## src/upc_map.vh

```
// Overview of operation
// With iso_sof_hold set, an armed IN packet waits for a start-of-frame token; with it clear, it goes on the next IN token.
// With iso_sof_hold set, an IN token that comes before the next start-of-frame token gets a zero-length packet.
// core_inhibit reads 1 after power-on reset and after a controller reset, and while it is 1 the controller is disabled.
// Software writes of 1 to core_inhibit are ignored, so only a reset can set it again.
// Software should clear core_inhibit only after the controller and transceiver are fully initialised.
// Writing 1 to the reset bit resets the whole controller and returns its registers to their defaults.
// Bus reset signalling sets the reset bit, so a read of it reports bus-reset status.
// A bus reset clears the function address and index, flushes the FIFOs, zeroes endpoint status, and enables all interrupts but suspend.
// suspend_state is set on entering suspend and cleared when software ends remote wakeup or reads the common interrupt flags after resume.
// Writing 1 to the resume bit forces remote wakeup, and writing 0 ends resume signalling.
// Bits 6 and 5 of power_control read 0 and ignore writes.
`ifndef UPC_MAP_VH
`define UPC_MAP_VH
`define UPC_OFF_POWER      8'h01
`define UPC_ADDR_POWER     12'h004
`define UPC_ADDR_IRQ_STAT  12'h010
`define UPC_ADDR_IRQ_EN    12'h014
`define UPC_ADDR_IRQ_CLR   12'h018
`define UPC_ADDR_STATUS    12'h01C
`define UPC_POWER_RESET    8'h10
`define UPC_BIT_ISO        7
`define UPC_BIT_INH        4
`define UPC_BIT_RST        3
`define UPC_BIT_RESUME     2
`define UPC_BIT_SUSMODE    1
`define UPC_BIT_SUSPEND_DETECT_ENABLE      0
`define UPC_IRQ_BUSRST     0
`define UPC_IRQ_SUSPEND    1
`define UPC_IRQ_RESUME     2
`define UPC_IRQ_SOF        3
`define UPC_IRQ_W          4
`define UPC_IRQ_EN_RESET   4'h0
`define UPC_IRQ_EN_BUSRST  4'hD
`define UPC_RESP_OKAY      2'b00
`define UPC_RESP_SLVERR    2'b10
`define UPC_ZERO8          8'h00
`define UPC_ZERO32         32'h0000_0000
`endif

```

## src/upc_sync.v

```verilog
`timescale 1ns/100ps
module upc_sync #(
	parameter W = 1
) (
	input  wire         aclk,
	input  wire         aresetn,
	input  wire [W-1:0] d,
	output wire [W-1:0] q
);
	reg [W-1:0] s1_reg;
	reg [W-1:0] s2_reg;
	always @(posedge aclk) begin
		if (!aresetn) begin
			s1_reg <= {W{1'b0}};
			s2_reg <= {W{1'b0}};
		end else begin
			s1_reg <= d;
			s2_reg <= s1_reg;
		end
	end
	assign q = s2_reg;
endmodule

```

## src/upc_power_ctrl.v

```verilog
`timescale 1ns/100ps
`include "upc_map.vh"
module upc_power_ctrl (
	input  wire        aclk,
	input  wire        aresetn,
	input  wire [11:0] s_axi_awaddr,
	input  wire        s_axi_awvalid,
	output wire        s_axi_awready,
	input  wire [31:0] s_axi_wdata,
	input  wire [3:0]  s_axi_wstrb,
	input  wire        s_axi_wvalid,
	output wire        s_axi_wready,
	output reg  [1:0]  s_axi_bresp,
	output reg         s_axi_bvalid,
	input  wire        s_axi_bready,
	input  wire [11:0] s_axi_araddr,
	input  wire        s_axi_arvalid,
	output wire        s_axi_arready,
	output reg  [31:0] s_axi_rdata,
	output reg  [1:0]  s_axi_rresp,
	output reg         s_axi_rvalid,
	input  wire        s_axi_rready,
	input  wire        bus_reset_det,
	input  wire        bus_suspend_det,
	input  wire        bus_resume_det,
	input  wire        sof_token,
	input  wire        in_token,
	input  wire        in_packet_armed,
	input  wire        common_irq_read,
	output reg         send_armed,
	output reg         send_zero_len,
	output reg         core_enable,
	output reg         resume_drive,
	output reg         bus_reset_clear,
	output reg  [6:0]  function_address_reg,
	output reg         irq
);
	// The reset, suspend, resume and start-of-frame events come from the link logic's domain, so they are synchronised here; in_token is not.
	wire [3:0] ev_sync;
	upc_sync #(.W(4)) u_sync (
		.aclk    (aclk),
		.aresetn (aresetn),
		.d       ({sof_token, bus_resume_det, bus_suspend_det, bus_reset_det}),
		.q       (ev_sync)
	);
	reg  [3:0] ev_prev_reg;
	wire [3:0] ev_rise = ev_sync & ~ev_prev_reg;
	wire       rst_ev  = ev_rise[`UPC_IRQ_BUSRST];
	wire       sus_ev  = ev_rise[`UPC_IRQ_SUSPEND];
	wire       res_ev  = ev_rise[`UPC_IRQ_RESUME];
	wire       sof_ev  = ev_rise[`UPC_IRQ_SOF];

	reg        iso_sof_hold_reg;
	reg        core_inhibit_reg;
	reg        bus_reset_flag_reg;
	reg        resume_reg;
	reg        suspend_state_reg;
	reg        suspend_detect_enable_reg;
	reg        resume_seen_reg;
	reg        sof_seen_reg;
	reg [`UPC_IRQ_W-1:0] irq_stat_reg;
	reg [`UPC_IRQ_W-1:0] irq_en_reg;
	reg        soft_rst_reg;

	// AXI write: address and data are latched independently, then answered together.
	reg        aw_hold_reg;
	reg        w_hold_reg;
	reg [11:0] aw_addr_reg;
	reg [31:0] w_data_reg;
	reg [3:0]  w_strb_reg;
	assign s_axi_awready = !aw_hold_reg && !s_axi_bvalid;
	assign s_axi_wready  = !w_hold_reg && !s_axi_bvalid;
	wire [11:0] wa = aw_hold_reg ? aw_addr_reg : s_axi_awaddr;
	wire [31:0] wd = w_hold_reg ? w_data_reg : s_axi_wdata;
	wire [3:0]  ws = w_hold_reg ? w_strb_reg : s_axi_wstrb;
	wire aw_ok = aw_hold_reg || (s_axi_awvalid && s_axi_awready);
	wire w_ok  = w_hold_reg || (s_axi_wvalid && s_axi_wready);
	wire wr_go = aw_ok && w_ok;
	wire wr_lane0 = wr_go && ws[0];

	function known_addr;
		input [11:0] a;
		begin
			if (a == `UPC_ADDR_POWER) known_addr = 1'b1;
			else if (a == `UPC_ADDR_IRQ_STAT) known_addr = 1'b1;
			else if (a == `UPC_ADDR_IRQ_EN) known_addr = 1'b1;
			else if (a == `UPC_ADDR_IRQ_CLR) known_addr = 1'b1;
			else if (a == `UPC_ADDR_STATUS) known_addr = 1'b1;
			else known_addr = 1'b0;
		end
	endfunction

	wire pw_wr  = wr_lane0 && (wa == `UPC_ADDR_POWER);
	wire en_wr  = wr_lane0 && (wa == `UPC_ADDR_IRQ_EN);
	wire clr_wr = wr_lane0 && (wa == `UPC_ADDR_IRQ_CLR);
	wire fa_wr  = wr_lane0 && (wa == `UPC_ADDR_STATUS);
	wire pw_rst_wr    = pw_wr && wd[`UPC_BIT_RST];
	wire resume_end   = pw_wr && !wd[`UPC_BIT_RESUME] && resume_reg;
	// A controller reset is the register-level reset here, applied one cycle after the write.
	wire ctl_rst = !aresetn || soft_rst_reg;
	localparam [7:0] power_reset_val = `UPC_POWER_RESET;

	always @(posedge aclk) begin
		if (!aresetn) begin
			aw_hold_reg  <= 1'b0;
			w_hold_reg   <= 1'b0;
			aw_addr_reg  <= 12'h000;
			w_data_reg   <= `UPC_ZERO32;
			w_strb_reg   <= 4'h0;
			s_axi_bvalid <= 1'b0;
			s_axi_bresp  <= `UPC_RESP_OKAY;
			soft_rst_reg <= 1'b0;
		end else begin
			soft_rst_reg <= pw_rst_wr;
			if (wr_go) begin
				aw_hold_reg  <= 1'b0;
				w_hold_reg   <= 1'b0;
				s_axi_bvalid <= 1'b1;
				s_axi_bresp  <= known_addr(wa) ? `UPC_RESP_OKAY : `UPC_RESP_SLVERR;
			end else begin
				if (s_axi_awvalid && s_axi_awready) begin
					aw_hold_reg <= 1'b1;
					aw_addr_reg <= s_axi_awaddr;
				end
				if (s_axi_wvalid && s_axi_wready) begin
					w_hold_reg <= 1'b1;
					w_data_reg <= s_axi_wdata;
					w_strb_reg <= s_axi_wstrb;
				end
				if (s_axi_bvalid && s_axi_bready)
					s_axi_bvalid <= 1'b0;
			end
		end
	end

	always @(posedge aclk) begin
		if (ctl_rst) begin
			iso_sof_hold_reg          <= power_reset_val[`UPC_BIT_ISO];
			core_inhibit_reg          <= power_reset_val[`UPC_BIT_INH];
			bus_reset_flag_reg        <= 1'b0;
			resume_reg                <= 1'b0;
			suspend_state_reg         <= 1'b0;
			suspend_detect_enable_reg <= 1'b0;
			resume_seen_reg           <= 1'b0;
			sof_seen_reg              <= 1'b0;
			irq_stat_reg              <= {`UPC_IRQ_W{1'b0}};
			irq_en_reg                <= `UPC_IRQ_EN_RESET;
			function_address_reg      <= 7'h00;
			ev_prev_reg               <= 4'h0;
		end else begin
			ev_prev_reg <= ev_sync;
			if (pw_wr) begin
				iso_sof_hold_reg          <= wd[`UPC_BIT_ISO];
				suspend_detect_enable_reg <= wd[`UPC_BIT_SUSPEND_DETECT_ENABLE];
				resume_reg                <= wd[`UPC_BIT_RESUME];
				if (!wd[`UPC_BIT_INH])
					core_inhibit_reg <= 1'b0;
			end
			// The bus-reset flag is status only; it stays until the next controller reset.
			// A bus reset wins over an address write in the same cycle, so the host always finds address zero.
			if (rst_ev) begin
				bus_reset_flag_reg   <= 1'b1;
				function_address_reg <= 7'h00;
			end else if (fa_wr)
				function_address_reg <= wd[6:0];
			if (sus_ev && suspend_detect_enable_reg)
				suspend_state_reg <= 1'b1;
			else if (rst_ev || resume_end || (common_irq_read && resume_seen_reg))
				suspend_state_reg <= 1'b0;
			if (res_ev && suspend_state_reg)
				resume_seen_reg <= 1'b1;
			else if (common_irq_read)
				resume_seen_reg <= 1'b0;
			// An armed packet waits for a frame start while iso hold is on.
			if (!in_packet_armed || (in_token && sof_seen_reg))
				sof_seen_reg <= 1'b0;
			else if (sof_ev)
				sof_seen_reg <= 1'b1;
			// Sets win over clears so no event is lost in the clearing cycle.
			// A bus reset drops the flags it re-enables; events of the same edge still set theirs.
			irq_stat_reg <= (irq_stat_reg & ~(clr_wr ? wd[`UPC_IRQ_W-1:0] : {`UPC_IRQ_W{1'b0}})
				& ~(rst_ev ? `UPC_IRQ_EN_BUSRST : {`UPC_IRQ_W{1'b0}}))
				| {sof_ev, res_ev, sus_ev && suspend_detect_enable_reg, rst_ev};
			if (rst_ev)
				irq_en_reg <= `UPC_IRQ_EN_BUSRST;
			else if (en_wr)
				irq_en_reg <= wd[`UPC_IRQ_W-1:0];
		end
	end

	wire [7:0] power_rd = {iso_sof_hold_reg, 2'b00, core_inhibit_reg, bus_reset_flag_reg,
		resume_reg, suspend_state_reg, suspend_detect_enable_reg};

	// Read channel: one read at a time, answered the cycle after the address is taken.
	assign s_axi_arready = !s_axi_rvalid;
	always @(posedge aclk) begin
		if (!aresetn) begin
			s_axi_rvalid <= 1'b0;
			s_axi_rdata  <= `UPC_ZERO32;
			s_axi_rresp  <= `UPC_RESP_OKAY;
		end else if (s_axi_arvalid && s_axi_arready) begin
			s_axi_rvalid <= 1'b1;
			s_axi_rresp  <= `UPC_RESP_OKAY;
			if (s_axi_araddr == `UPC_ADDR_POWER)
				s_axi_rdata <= {24'h00_0000, power_rd};
			else if (s_axi_araddr == `UPC_ADDR_IRQ_STAT)
				s_axi_rdata <= {28'h000_0000, irq_stat_reg};
			else if (s_axi_araddr == `UPC_ADDR_IRQ_EN)
				s_axi_rdata <= {28'h000_0000, irq_en_reg};
			else if (s_axi_araddr == `UPC_ADDR_STATUS)
				s_axi_rdata <= {25'h000_0000, function_address_reg};
			else begin
				s_axi_rdata <= `UPC_ZERO32;
				s_axi_rresp <= known_addr(s_axi_araddr) ? `UPC_RESP_OKAY : `UPC_RESP_SLVERR;
			end
		end else if (s_axi_rready)
			s_axi_rvalid <= 1'b0;
	end

	always @(posedge aclk) begin
		if (ctl_rst) begin
			send_armed      <= 1'b0;
			send_zero_len   <= 1'b0;
			core_enable     <= 1'b0;
			resume_drive    <= 1'b0;
			bus_reset_clear <= 1'b0;
			irq             <= 1'b0;
		end else begin
			send_armed    <= in_token && in_packet_armed && (!iso_sof_hold_reg || sof_seen_reg);
			send_zero_len <= in_token && in_packet_armed && iso_sof_hold_reg && !sof_seen_reg;
			core_enable   <= !core_inhibit_reg;
			resume_drive  <= resume_reg && suspend_state_reg;
			bus_reset_clear <= rst_ev;
			irq           <= |(irq_stat_reg & irq_en_reg);
		end
	end
endmodule

```

## config.mk

```make
export PLATFORM = sky130hd
export DESIGN_NAME = upc_power_ctrl
export DESIGN_NICKNAME = d
export VERILOG_FILES = /design/src/upc_sync.v /design/src/upc_power_ctrl.v
export VERILOG_INCLUDE_DIRS = /design/src
export SDC_FILE = /design/constraint.sdc
export NUM_CORES = 1
export LEC_CHECK = 0
export ABC_AREA = 1
export BUFFER_PORTS_ARGS = -buffer_cell sky130_fd_sc_hd__buf_2
export CELL_PAD_IN_SITES_DETAIL_PLACEMENT = 0
export CELL_PAD_IN_SITES_GLOBAL_PLACEMENT = 2
export CORE_AREA = 10 10 129 131
export CTS_BUF_LIST = sky130_fd_sc_hd__clkbuf_16
export DETAILED_ROUTE_END_ITERATION = 16
export DIE_AREA = 0 0 139 141
export PLACE_DENSITY = 0.79
export SYNTH_ARGS = -nofsm -noshare
export SYNTH_HDL_FRONTEND = slang
export SYNTH_HIERARCHICAL = 1
export SYNTH_SLANG_ARGS = --single-unit
```

## constraint.sdc

```tcl
create_clock -name aclk -period 1.98 [get_ports aclk]
set_input_delay 0.198 -clock aclk [delete_from_list [all_inputs] [get_ports aclk]]
set_output_delay 0.198 -clock aclk [all_outputs]
set_load 0.01 [all_outputs]
```

Yosys cells after proc, flatten, opt, wreduce, memory -nomap -nowiden
Index checks and enable logic that the tools add are counted.

word-level totals
  register bits after elaboration = 103
  bits in latches = 0
  bits in writable memories = 0
  memory bits (read-only) = 0
  memories kept = 0

cells by class
  add/subtract/negate cells = 0
  multiply operators = 0
  divide/modulo/power cells = 0
  order comparisons = 0
  equality and inequality tests = 10
  shifts and indexed selects = 0
  muxes and demuxes = 39
  bitwise operators = 11
  reduce and logical (&&, ||, !) cells = 53

operator list
  kind                                                  number
  equality test 12 x 5 -> 1 bit, second input constant  8
  equality test 12 x 3 -> 1 bit, second input constant  2
  logical AND 1 bit                                     24
  2-to-1 mux 1 bit                                      23
  2-to-1 mux 7 bit                                      3
  bitwise AND 4 bit                                     4
  2-to-1 mux 4 bit                                      4
  2-to-1 mux 8 bit                                      2
  2-to-1 mux 12 bit                                     1
  2-to-1 mux 2 bit                                      6
  NOT 4 bit                                             3
  logical NOT 1 bit                                     10
  nonzero test 2 bit                                    5
  logical OR 1 bit                                      7
  AND reduction 2 bit                                   3
  OR reduction 2 bit                                    3
  bitwise OR 4 bit                                      1
  OR reduction 4 bit                                    1
  NOT 1 bit                                             3

Logic depth before layout (Yosys ltp)
Gate-level depths: netlist of run 1.

  depth after elaboration = 13
  gate-level depth with buffers = 12

Modules after synthesis
The synthesis of run 1 kept the hierarchy.

modules (own cells, without submodules)
  module          times used  cells each  area each (sq um)  seq. area each (sq um)
  upc_power_ctrl  1           482         3,344.5            1,381.3
  upc_sync        1           25          225.2              160.2

Worst setup path after synthesis of run 1
No wires, ideal clock.

  path kind = register to register
  start point = register aw_hold_reg
  end point = register core_inhibit_reg
  setup time = 113 ps
  arrival = 1,261 ps
  slack = 606 ps
  cell stages (with the launch flop) = 13
  path buffers = 1
  period minus slack after synthesis = 1,374 ps
  cells stage by stage = dfxtp_1 buf_6 inv_4 nor2_2 nand2_1 nand2_2 nand2_2 nor2_4 nand2_2 inv_2 nand3_1 o21ai_1 inv_1

between the ends
  word-level cells in the longest chain between the ends = 8
  elaborated cells between the ends (all ways) = 10
  classes of those cells = eq/ne: 1; mux: 1; reduce/logical: 8

RTL lines
  element                                                    RTL line              source
  from (decl)                                                upc_power_ctrl.v:66   reg aw_hold_reg;
  from (signal assigned)                                     upc_power_ctrl.v:105  aw_hold_reg <= 1'b0;
  from (signal assigned)                                     upc_power_ctrl.v:116  aw_hold_reg <= 1'b0;
  from (signal assigned)                                     upc_power_ctrl.v:122  aw_hold_reg <= 1'b1;
  branches (longest 6 deep; another with 2-to-1 mux 12 bit)  -
  logical AND 1 bit (*)                                      upc_power_ctrl.v:93   wire pw_wr = wr_lane0 && (wa == `UPC_ADDR_POWER);
  AND reduction 2 bit (no line) (*)                          -
  to (signal assigned)                                       upc_power_ctrl.v:139  core_inhibit_reg <= power_reset_val[`UPC_BIT_INH];
  to (decl)                                                  upc_power_ctrl.v:54   reg core_inhibit_reg;

Every way passes the cells marked *.
A chain may end at the register's enable or synchronous reset.

Final worst setup path of run 1
Ends and elaborated chain as after synthesis.

==> impl_metrics.env, run 1 <==
export IMPL_drcViolationCount=0
export IMPL_cp_end_kind="flop"
export IMPL_cts_tree="built"
export IMPL_clkLatencyLatePin_ns=0.34
export IMPL_diodes=0
export IMPL_crit_path_top_delay_cell="dfxtp_1"
export IMPL_finalSetupViolCount=0
export IMPL_holdPathStages=3
export IMPL_p_comb_share_pct=14.3
export IMPL_p_seq_share_pct=45.1
export IMPL_hold_viol_final=0
export IMPL_r2r_slack_ns=0.25
export IMPL_viasPerCell=4.18
export IMPL_crit_type="reg -> reg"
export IMPL_die_w_um=139
export IMPL_clockBufferDepth=2
export IMPL_synthArstFlopShare_pct=0
export IMPL_power_mw=3.76
export IMPL_yosysUniqueCellTypes=38
export IMPL_leakage_nw=2.08
export IMPL_worstRegToRegCells=11
export IMPL_yosysSeqAreaShare_pct=43.2
export IMPL_synth_area_leaders="dfxtp_1, nand2_1, nor2_1"
export IMPL_finalCriticalPeriod_ns=1.73
export IMPL_synth_edff_count=0
export IMPL_fmax_mhz=577
export IMPL_slowest_delay_ns=0.55
export IMPL_path_max_fanout=10
export IMPL_place_gp_congestion=0.799
export IMPL_p_sw_mw=1.09
export IMPL_grt_setup_unrepaired="false"
export IMPL_power_frac_clock_pct=40.6
export IMPL_syn_to_final_growth_pct=21.7
export IMPL_worst_setup_path_start_kind="flop"
export IMPL_largest_reg_flops=12
export IMPL_drtIter0Drc=147
export IMPL_initial_core_util_pct=25.1
export IMPL_cts_buffers=9
export IMPL_wl_per_cell_um=12.9
export IMPL_sw_frac_of_total_pct=28.9
export IMPL_coreArea_um2=14200
export IMPL_synth_seq_cells=77
export IMPL_postCtsSetupRepairBufs=0
export IMPL_grt_start_max_net_pins=34
export IMPL_grt_usage_pct=10.2
export IMPL_reg2reg_from="aw_hold_reg"
export IMPL_grt_first_pass_wirelength_mm=16.2
export IMPL_synthMostInstantiatedCell="nand2_1"
export IMPL_drv_slew=0
export IMPL_outcome="finished, final reports clean"
export IMPL_hold_class="in -> reg"
export IMPL_io_pins=128
export IMPL_antenna_left=0
export IMPL_fin_tns_setup_ns=0
export IMPL_worstHoldEndpoint="u_sync/s1_reg[2]"
export IMPL_overflow=0
export IMPL_required_ns=2.21
export IMPL_vias=3249
export IMPL_final_nets=662
export IMPL_peakVddDrop_uv=354
export IMPL_drive_above_1_share_pct=21.2
export IMPL_cts_clk_slew_worst_paths_ns=0.06
export IMPL_ys_warn_count=6
export IMPL_syn_inst=507
export IMPL_synth_top_area_share_pct=43.2
export IMPL_p_per_area_nw_per_um2=866
export IMPL_dp_hpwl_mm=7.85
export IMPL_grt_pass1_vias=3249
export IMPL_intPower_mw=2.67
export IMPL_cts_sinks=77
export IMPL_netlist_area_um2=3570
export IMPL_final_setup_skew_ns=0.0108
export IMPL_die_area_um2=19600
export IMPL_htree_levels=3
export IMPL_crit_chain="inv_4 > nor2_2 > nand3_1 > nand2_1 > nand2_1 > nor2_4 > nand2_2 > inv_2 > nand3_1 > o21ai_1 > inv_1"
export IMPL_yosys_most_used_dff="dfxtp_1"
export IMPL_max_cap_violations=0
export IMPL_synth_common_cells="nand2_1, dfxtp_1, nor2_1"
export IMPL_die_y_um=141
export IMPL_min_delay_start="bus_resume_det"
export IMPL_ctsResizeCount=0
export IMPL_period_share_pct=87.5
export IMPL_cts_root_buf="clkbuf_16"
export IMPL_syn_area_per_cell_um2=7.04
export IMPL_crit_start="aw_hold_reg"
export IMPL_holdBufCountCts=0
export IMPL_yosysTopAreaCell="dfxtp_1"
export IMPL_row_count=44
export IMPL_drt_total_wl_mm=10.0
export IMPL_port_buffers=74
export IMPL_reg2reg_to="core_inhibit_reg"
export IMPL_drtPass1Iterations=5
export IMPL_antenna_found_initial=0
export IMPL_arrival_ns=1.96
[logic make-up after synthesis]
family                 count (synthesis)  synth area share [%]
DFF                                   77                  43.2
other                                  1                 0.105
AOI/OAI and AO/OA                     80                  11.9
buffers and inverters                104                  14.3
and+or+nand+nor                      245                  30.6
[power groups by stage]
stage,combinational (mW),sequential [mW],clock [mW]
after detailed placement,0.541,1.73,0
after floorplan,0.405,1.72,0
after CTS,0.543,1.70,1.59
after global routing,0.618,1.71,1.66
final,0.537,1.70,1.53
after global placement,0.531,1.73,0
[worst max-delay path: cells and delay by family (launching register included)]
kind	cells	cell delay, ns
buffers and inverters	3	0.23
DFF	1	0.55
and+or+nand+nor	7	0.74
AOI/OAI and AO/OA	1	0.09
[metrics by stage]
step           setup slack, ns  util, %  hold WS [ns]  std cells  cell area, um2
2_1_floorplan            0.606        -         0.291        532            3660
3_3_place_gp             0.254     28.7         0.381        761            4070
3_5_place_dp             0.238     28.7         0.383        761            4070
4_1_cts                  0.227     30.6        0.0250        777            4350
5_1_grt                 0.0693     30.6        0.0400        777            4350
6_report                 0.248     30.6        0.0360        777            4350
[metal layers]
layer,GRT usage [%],wire (um)
met1,12.7,4730
met2,16.1,4520
met3,2.75,606
met4,4.78,164
met5,0,0
[worst max path at each step]
stage | endpoint | slack (ns)
3_3_place_gp | core_inhibit_reg | 0.25
4_1_cts | core_inhibit_reg | 0.23
2_1_floorplan | core_inhibit_reg | 0.61
6_report | core_inhibit_reg | 0.25
3_5_place_dp | core_inhibit_reg | 0.24
5_1_grt | core_inhibit_reg | 0.07
[cell type report]
cell class                 count  area (um2)
sequential                    77        1540
clock inverter                 7        50.0
tap                          184         230
fill                        1604        9860
clock buffer                   9         225
multi-input combinational    351        1610
inverter                      67         255
timing repair buffer          82         430
[layout by cell type (no fill, tap or decap)]
master	synthesis	final
nand3_4	1	1
nor2_8	1	1
inv_6	0	2
o211ai_1	1	1
clkinv_1	2	2
o21ai_2	2	2
nand3b_1	2	2
nand2_1	108	108
clkbuf_16	0	9
o21ai_1	5	5
o31ai_1	1	1
nand3_2	1	1
clkinv_4	0	1
nor3_1	4	4
dfxtp_1	77	77
nor2_4	3	3
nor2_2	4	4
nand2_4	2	2
a31oi_1	1	1
o21ai_0	33	33
nor4_1	1	1
a41oi_1	1	1
o22ai_1	1	1
inv_2	5	5
nand2_2	5	5
or2_2	3	3
clkinv_2	1	2
o21a_1	1	1
nor2_1	77	77
inv_4	1	1
nand3_1	25	25
a21oi_1	33	33
conb_1	1	26
inv_1	58	59
nor3b_1	1	1
nand4_1	7	7
buf_2	5	74
clkinvlp_4	0	2
buf_4	27	8
a211oi_1	1	1
(Power assumes the default switching activity.)
==> run 2: changes to the inputs <==
Settings changed: SETUP_SLACK_MARGIN set to 0.5.
==> impl_metrics.env, run 2 (synthesis results as in run 1) <==
export IMPL_power_mw=3.86
export IMPL_final_setup_skew_ns=0.00975
export IMPL_hold_viol_final=0
export IMPL_die_area_um2=19600
export IMPL_drive_above_1_share_pct=26.8
export IMPL_r2r_slack_ns=0.49
export IMPL_fin_tns_setup_ns=0
export IMPL_overflow=0
export IMPL_htree_levels=3
export IMPL_worst_setup_path_start_kind="flop"
export IMPL_ff_latch_area_um2=1550
export IMPL_top_layer_used="met4"
export IMPL_crit_end="function_address_reg[3]"
export IMPL_cts_buffers=9
export IMPL_slowest_delay_ns=0.36
export IMPL_drcViolationCount=0
export IMPL_grt_setup_unrepaired="true"
export IMPL_drv_slew=0
export IMPL_crit_chain="buf_6 > nor2_1 > nand2_1 > nand2_4 > nand2_4 > nor2_8 > nand3_4 > clkinv_4 > nand2_2 > a21oi_2"
export IMPL_finalSetupViolCount=0
export IMPL_grt_start_max_net_pins=34
export IMPL_nFillCells=1606
export IMPL_arrival_ns=1.75
export IMPL_crit_start="aw_hold_reg"
export IMPL_max_cap_violations=0
export IMPL_diodes=0
export IMPL_drtIter0Drc=115
export IMPL_io_pins=128
export IMPL_p_per_area_nw_per_um2=839
export IMPL_clkLatencyLatePin_ns=0.34
export IMPL_period_share_pct=75.1
export IMPL_reg2reg_from="aw_hold_reg"
export IMPL_initial_core_util_pct=25.1
export IMPL_coreArea_um2=14200
export IMPL_drt_total_wl_mm=10.2
export IMPL_grt_usage_pct=10.4
export IMPL_path_common_cell="nand2_4"
export IMPL_required_ns=2.25
export IMPL_final_cell_mix="nand2_1, nor2_1, dfxtp_1, buf_2, inv_1"
export IMPL_dp_hpwl_mm=7.85
export IMPL_wl_met2_mm=4.71
export IMPL_vias=3313
export IMPL_outcome="finished, final reports clean"
export IMPL_die_y_um=141
export IMPL_cts_sinks=77
export IMPL_cts_clk_slew_worst_paths_ns=0.06
export IMPL_holdBufCountCts=0
export IMPL_peakVddDrop_uv=357
export IMPL_hold_class="in -> reg"
export IMPL_wl_per_cell_um=12.9
export IMPL_worstRegToRegCells=10
export IMPL_place_gp_congestion=0.799
export IMPL_multi_input_area_um2=1740
export IMPL_reg2reg_to="function_address_reg[3]"
export IMPL_clockBufferDepth=2
export IMPL_wl_met1_mm=4.71
export IMPL_syn_to_final_growth_pct=28.8
export IMPL_drtPass1Iterations=4
export IMPL_viasPerCell=4.20
export IMPL_final_common_cell="nand2_1"
export IMPL_row_count=44
export IMPL_crit_type="reg -> reg"
export IMPL_leakage_nw=2.17
export IMPL_path_max_fanout=8
export IMPL_cp_end_kind="flop"
export IMPL_largest_reg_flops=12
export IMPL_fmax_mhz=672
export IMPL_cts_root_buf="clkbuf_16"
export IMPL_crit_path_top_delay_cell="dfxtp_4"
export IMPL_cts_tree="built"
export IMPL_final_nets=674
export IMPL_finalCriticalPeriod_ns=1.49
export IMPL_die_w_um=139
export IMPL_grt_first_pass_wirelength_mm=16.5
export IMPL_port_buffers=74
export IMPL_grt_pass1_vias=3327
export IMPL_antenna_found_initial=0
export IMPL_antenna_left=0
export IMPL_met3_length_um=607
## run 2: changes by cell type in the layout (fill, tap and decap cells not counted), moves of 3 or more
cell,before,now
a21oi_1,33,28
a21oi_2,0,5
buf_4,8,16
buf_6,0,3
dfxtp_1,77,74
nand2_1,108,102
nand2_2,5,8
nand2_4,2,5
nand3_1,25,22
nor2_1,77,74
nor2_4,3,6
o21ai_0,33,30
## run 2: stage by stage
| stage | utilization (%) | hold WS [ns] | cell area [um2] | std cells | setup WS, ns |
|---|---|---|---|---|---|
| 4_1_cts | 31.3 | 0.0250 | 4440 | 784 | 0.451 |
| 3_3_place_gp | 28.7 | 0.381 | 4070 | 761 | 0.254 |
| 3_5_place_dp | 28.7 | 0.383 | 4070 | 761 | 0.238 |
| 6_report | 32.4 | 0.0349 | 4600 | 789 | 0.492 |
| 5_1_grt | 32.4 | 0.0400 | 4600 | 789 | 0.365 |
| 2_1_floorplan | - | 0.291 | 3660 | 532 | 0.606 |
## run 2: cell type report
type / count / area share (%)
Inverter: 67 / 5.72
Multi-Input combinational cell: 351 / 37.8
Clock inverter: 7 / 1.09
Timing Repair Buffer: 94 / 11.8
Sequential cell: 77 / 33.7
Clock buffer: 9 / 4.90
Tap cell: 184 / 5.01
## run 2: how the worst min path moves through the flow
stage | cells past startpoint | from | end | slack, ns
after detailed placement | 3 | bus_suspend_det | u_sync/s1_reg[1] | 0.38
final | 3 | bus_resume_det | u_sync/s1_reg[2] | 0.03
after CTS | 3 | bus_suspend_det | u_sync/s1_reg[1] | 0.02
after global placement | 3 | bus_resume_det | u_sync/s1_reg[2] | 0.38
after global routing | 3 | bus_reset_det | u_sync/s1_reg[0] | 0.04
after floorplan | 2 | bus_resume_det | u_sync/s1_reg[2] | 0.29
## run 2: timing repair
item                       CTS  global route
setup endpoints to repair   43            46
gates resized for setup     17            27
setup buffers                7             5
gates cloned                 0             0
pin swaps                    8            17
hold endpoints to repair     0             0
## run 2: critical path, delay by kind of cell (launching register included)
kind                   cells  cell delay (ns)
AOI/OAI and AO/OA          1             0.13
DFF                        1             0.36
and+or+nand+nor            7             0.67
buffers and inverters      2             0.23
## run 2: power by group
| part | switching [mW] | total [mW] | internal (mW) | leakage [nW] |
|---|---|---|---|---|
| registers | 0.0554 | 1.70 | 1.64 | 0.630 |
| logic | 0.397 | 0.622 | 0.225 | 1.41 |
| clock network | 0.686 | 1.54 | 0.853 | 0.134 |
| total | 1.14 | 3.86 | 2.72 | 2.17 |
## run 2: routing by layer
| metal | track usage, % | up-vias |
|---|---|---|
| met5 | 0 | - |
| met4 | 4.78 | 0 |
| met3 | 2.75 | 11 |
| met2 | 16.6 | 83 |
| met1 | 12.8 | 1487 |
| li1 | - | 1732 |
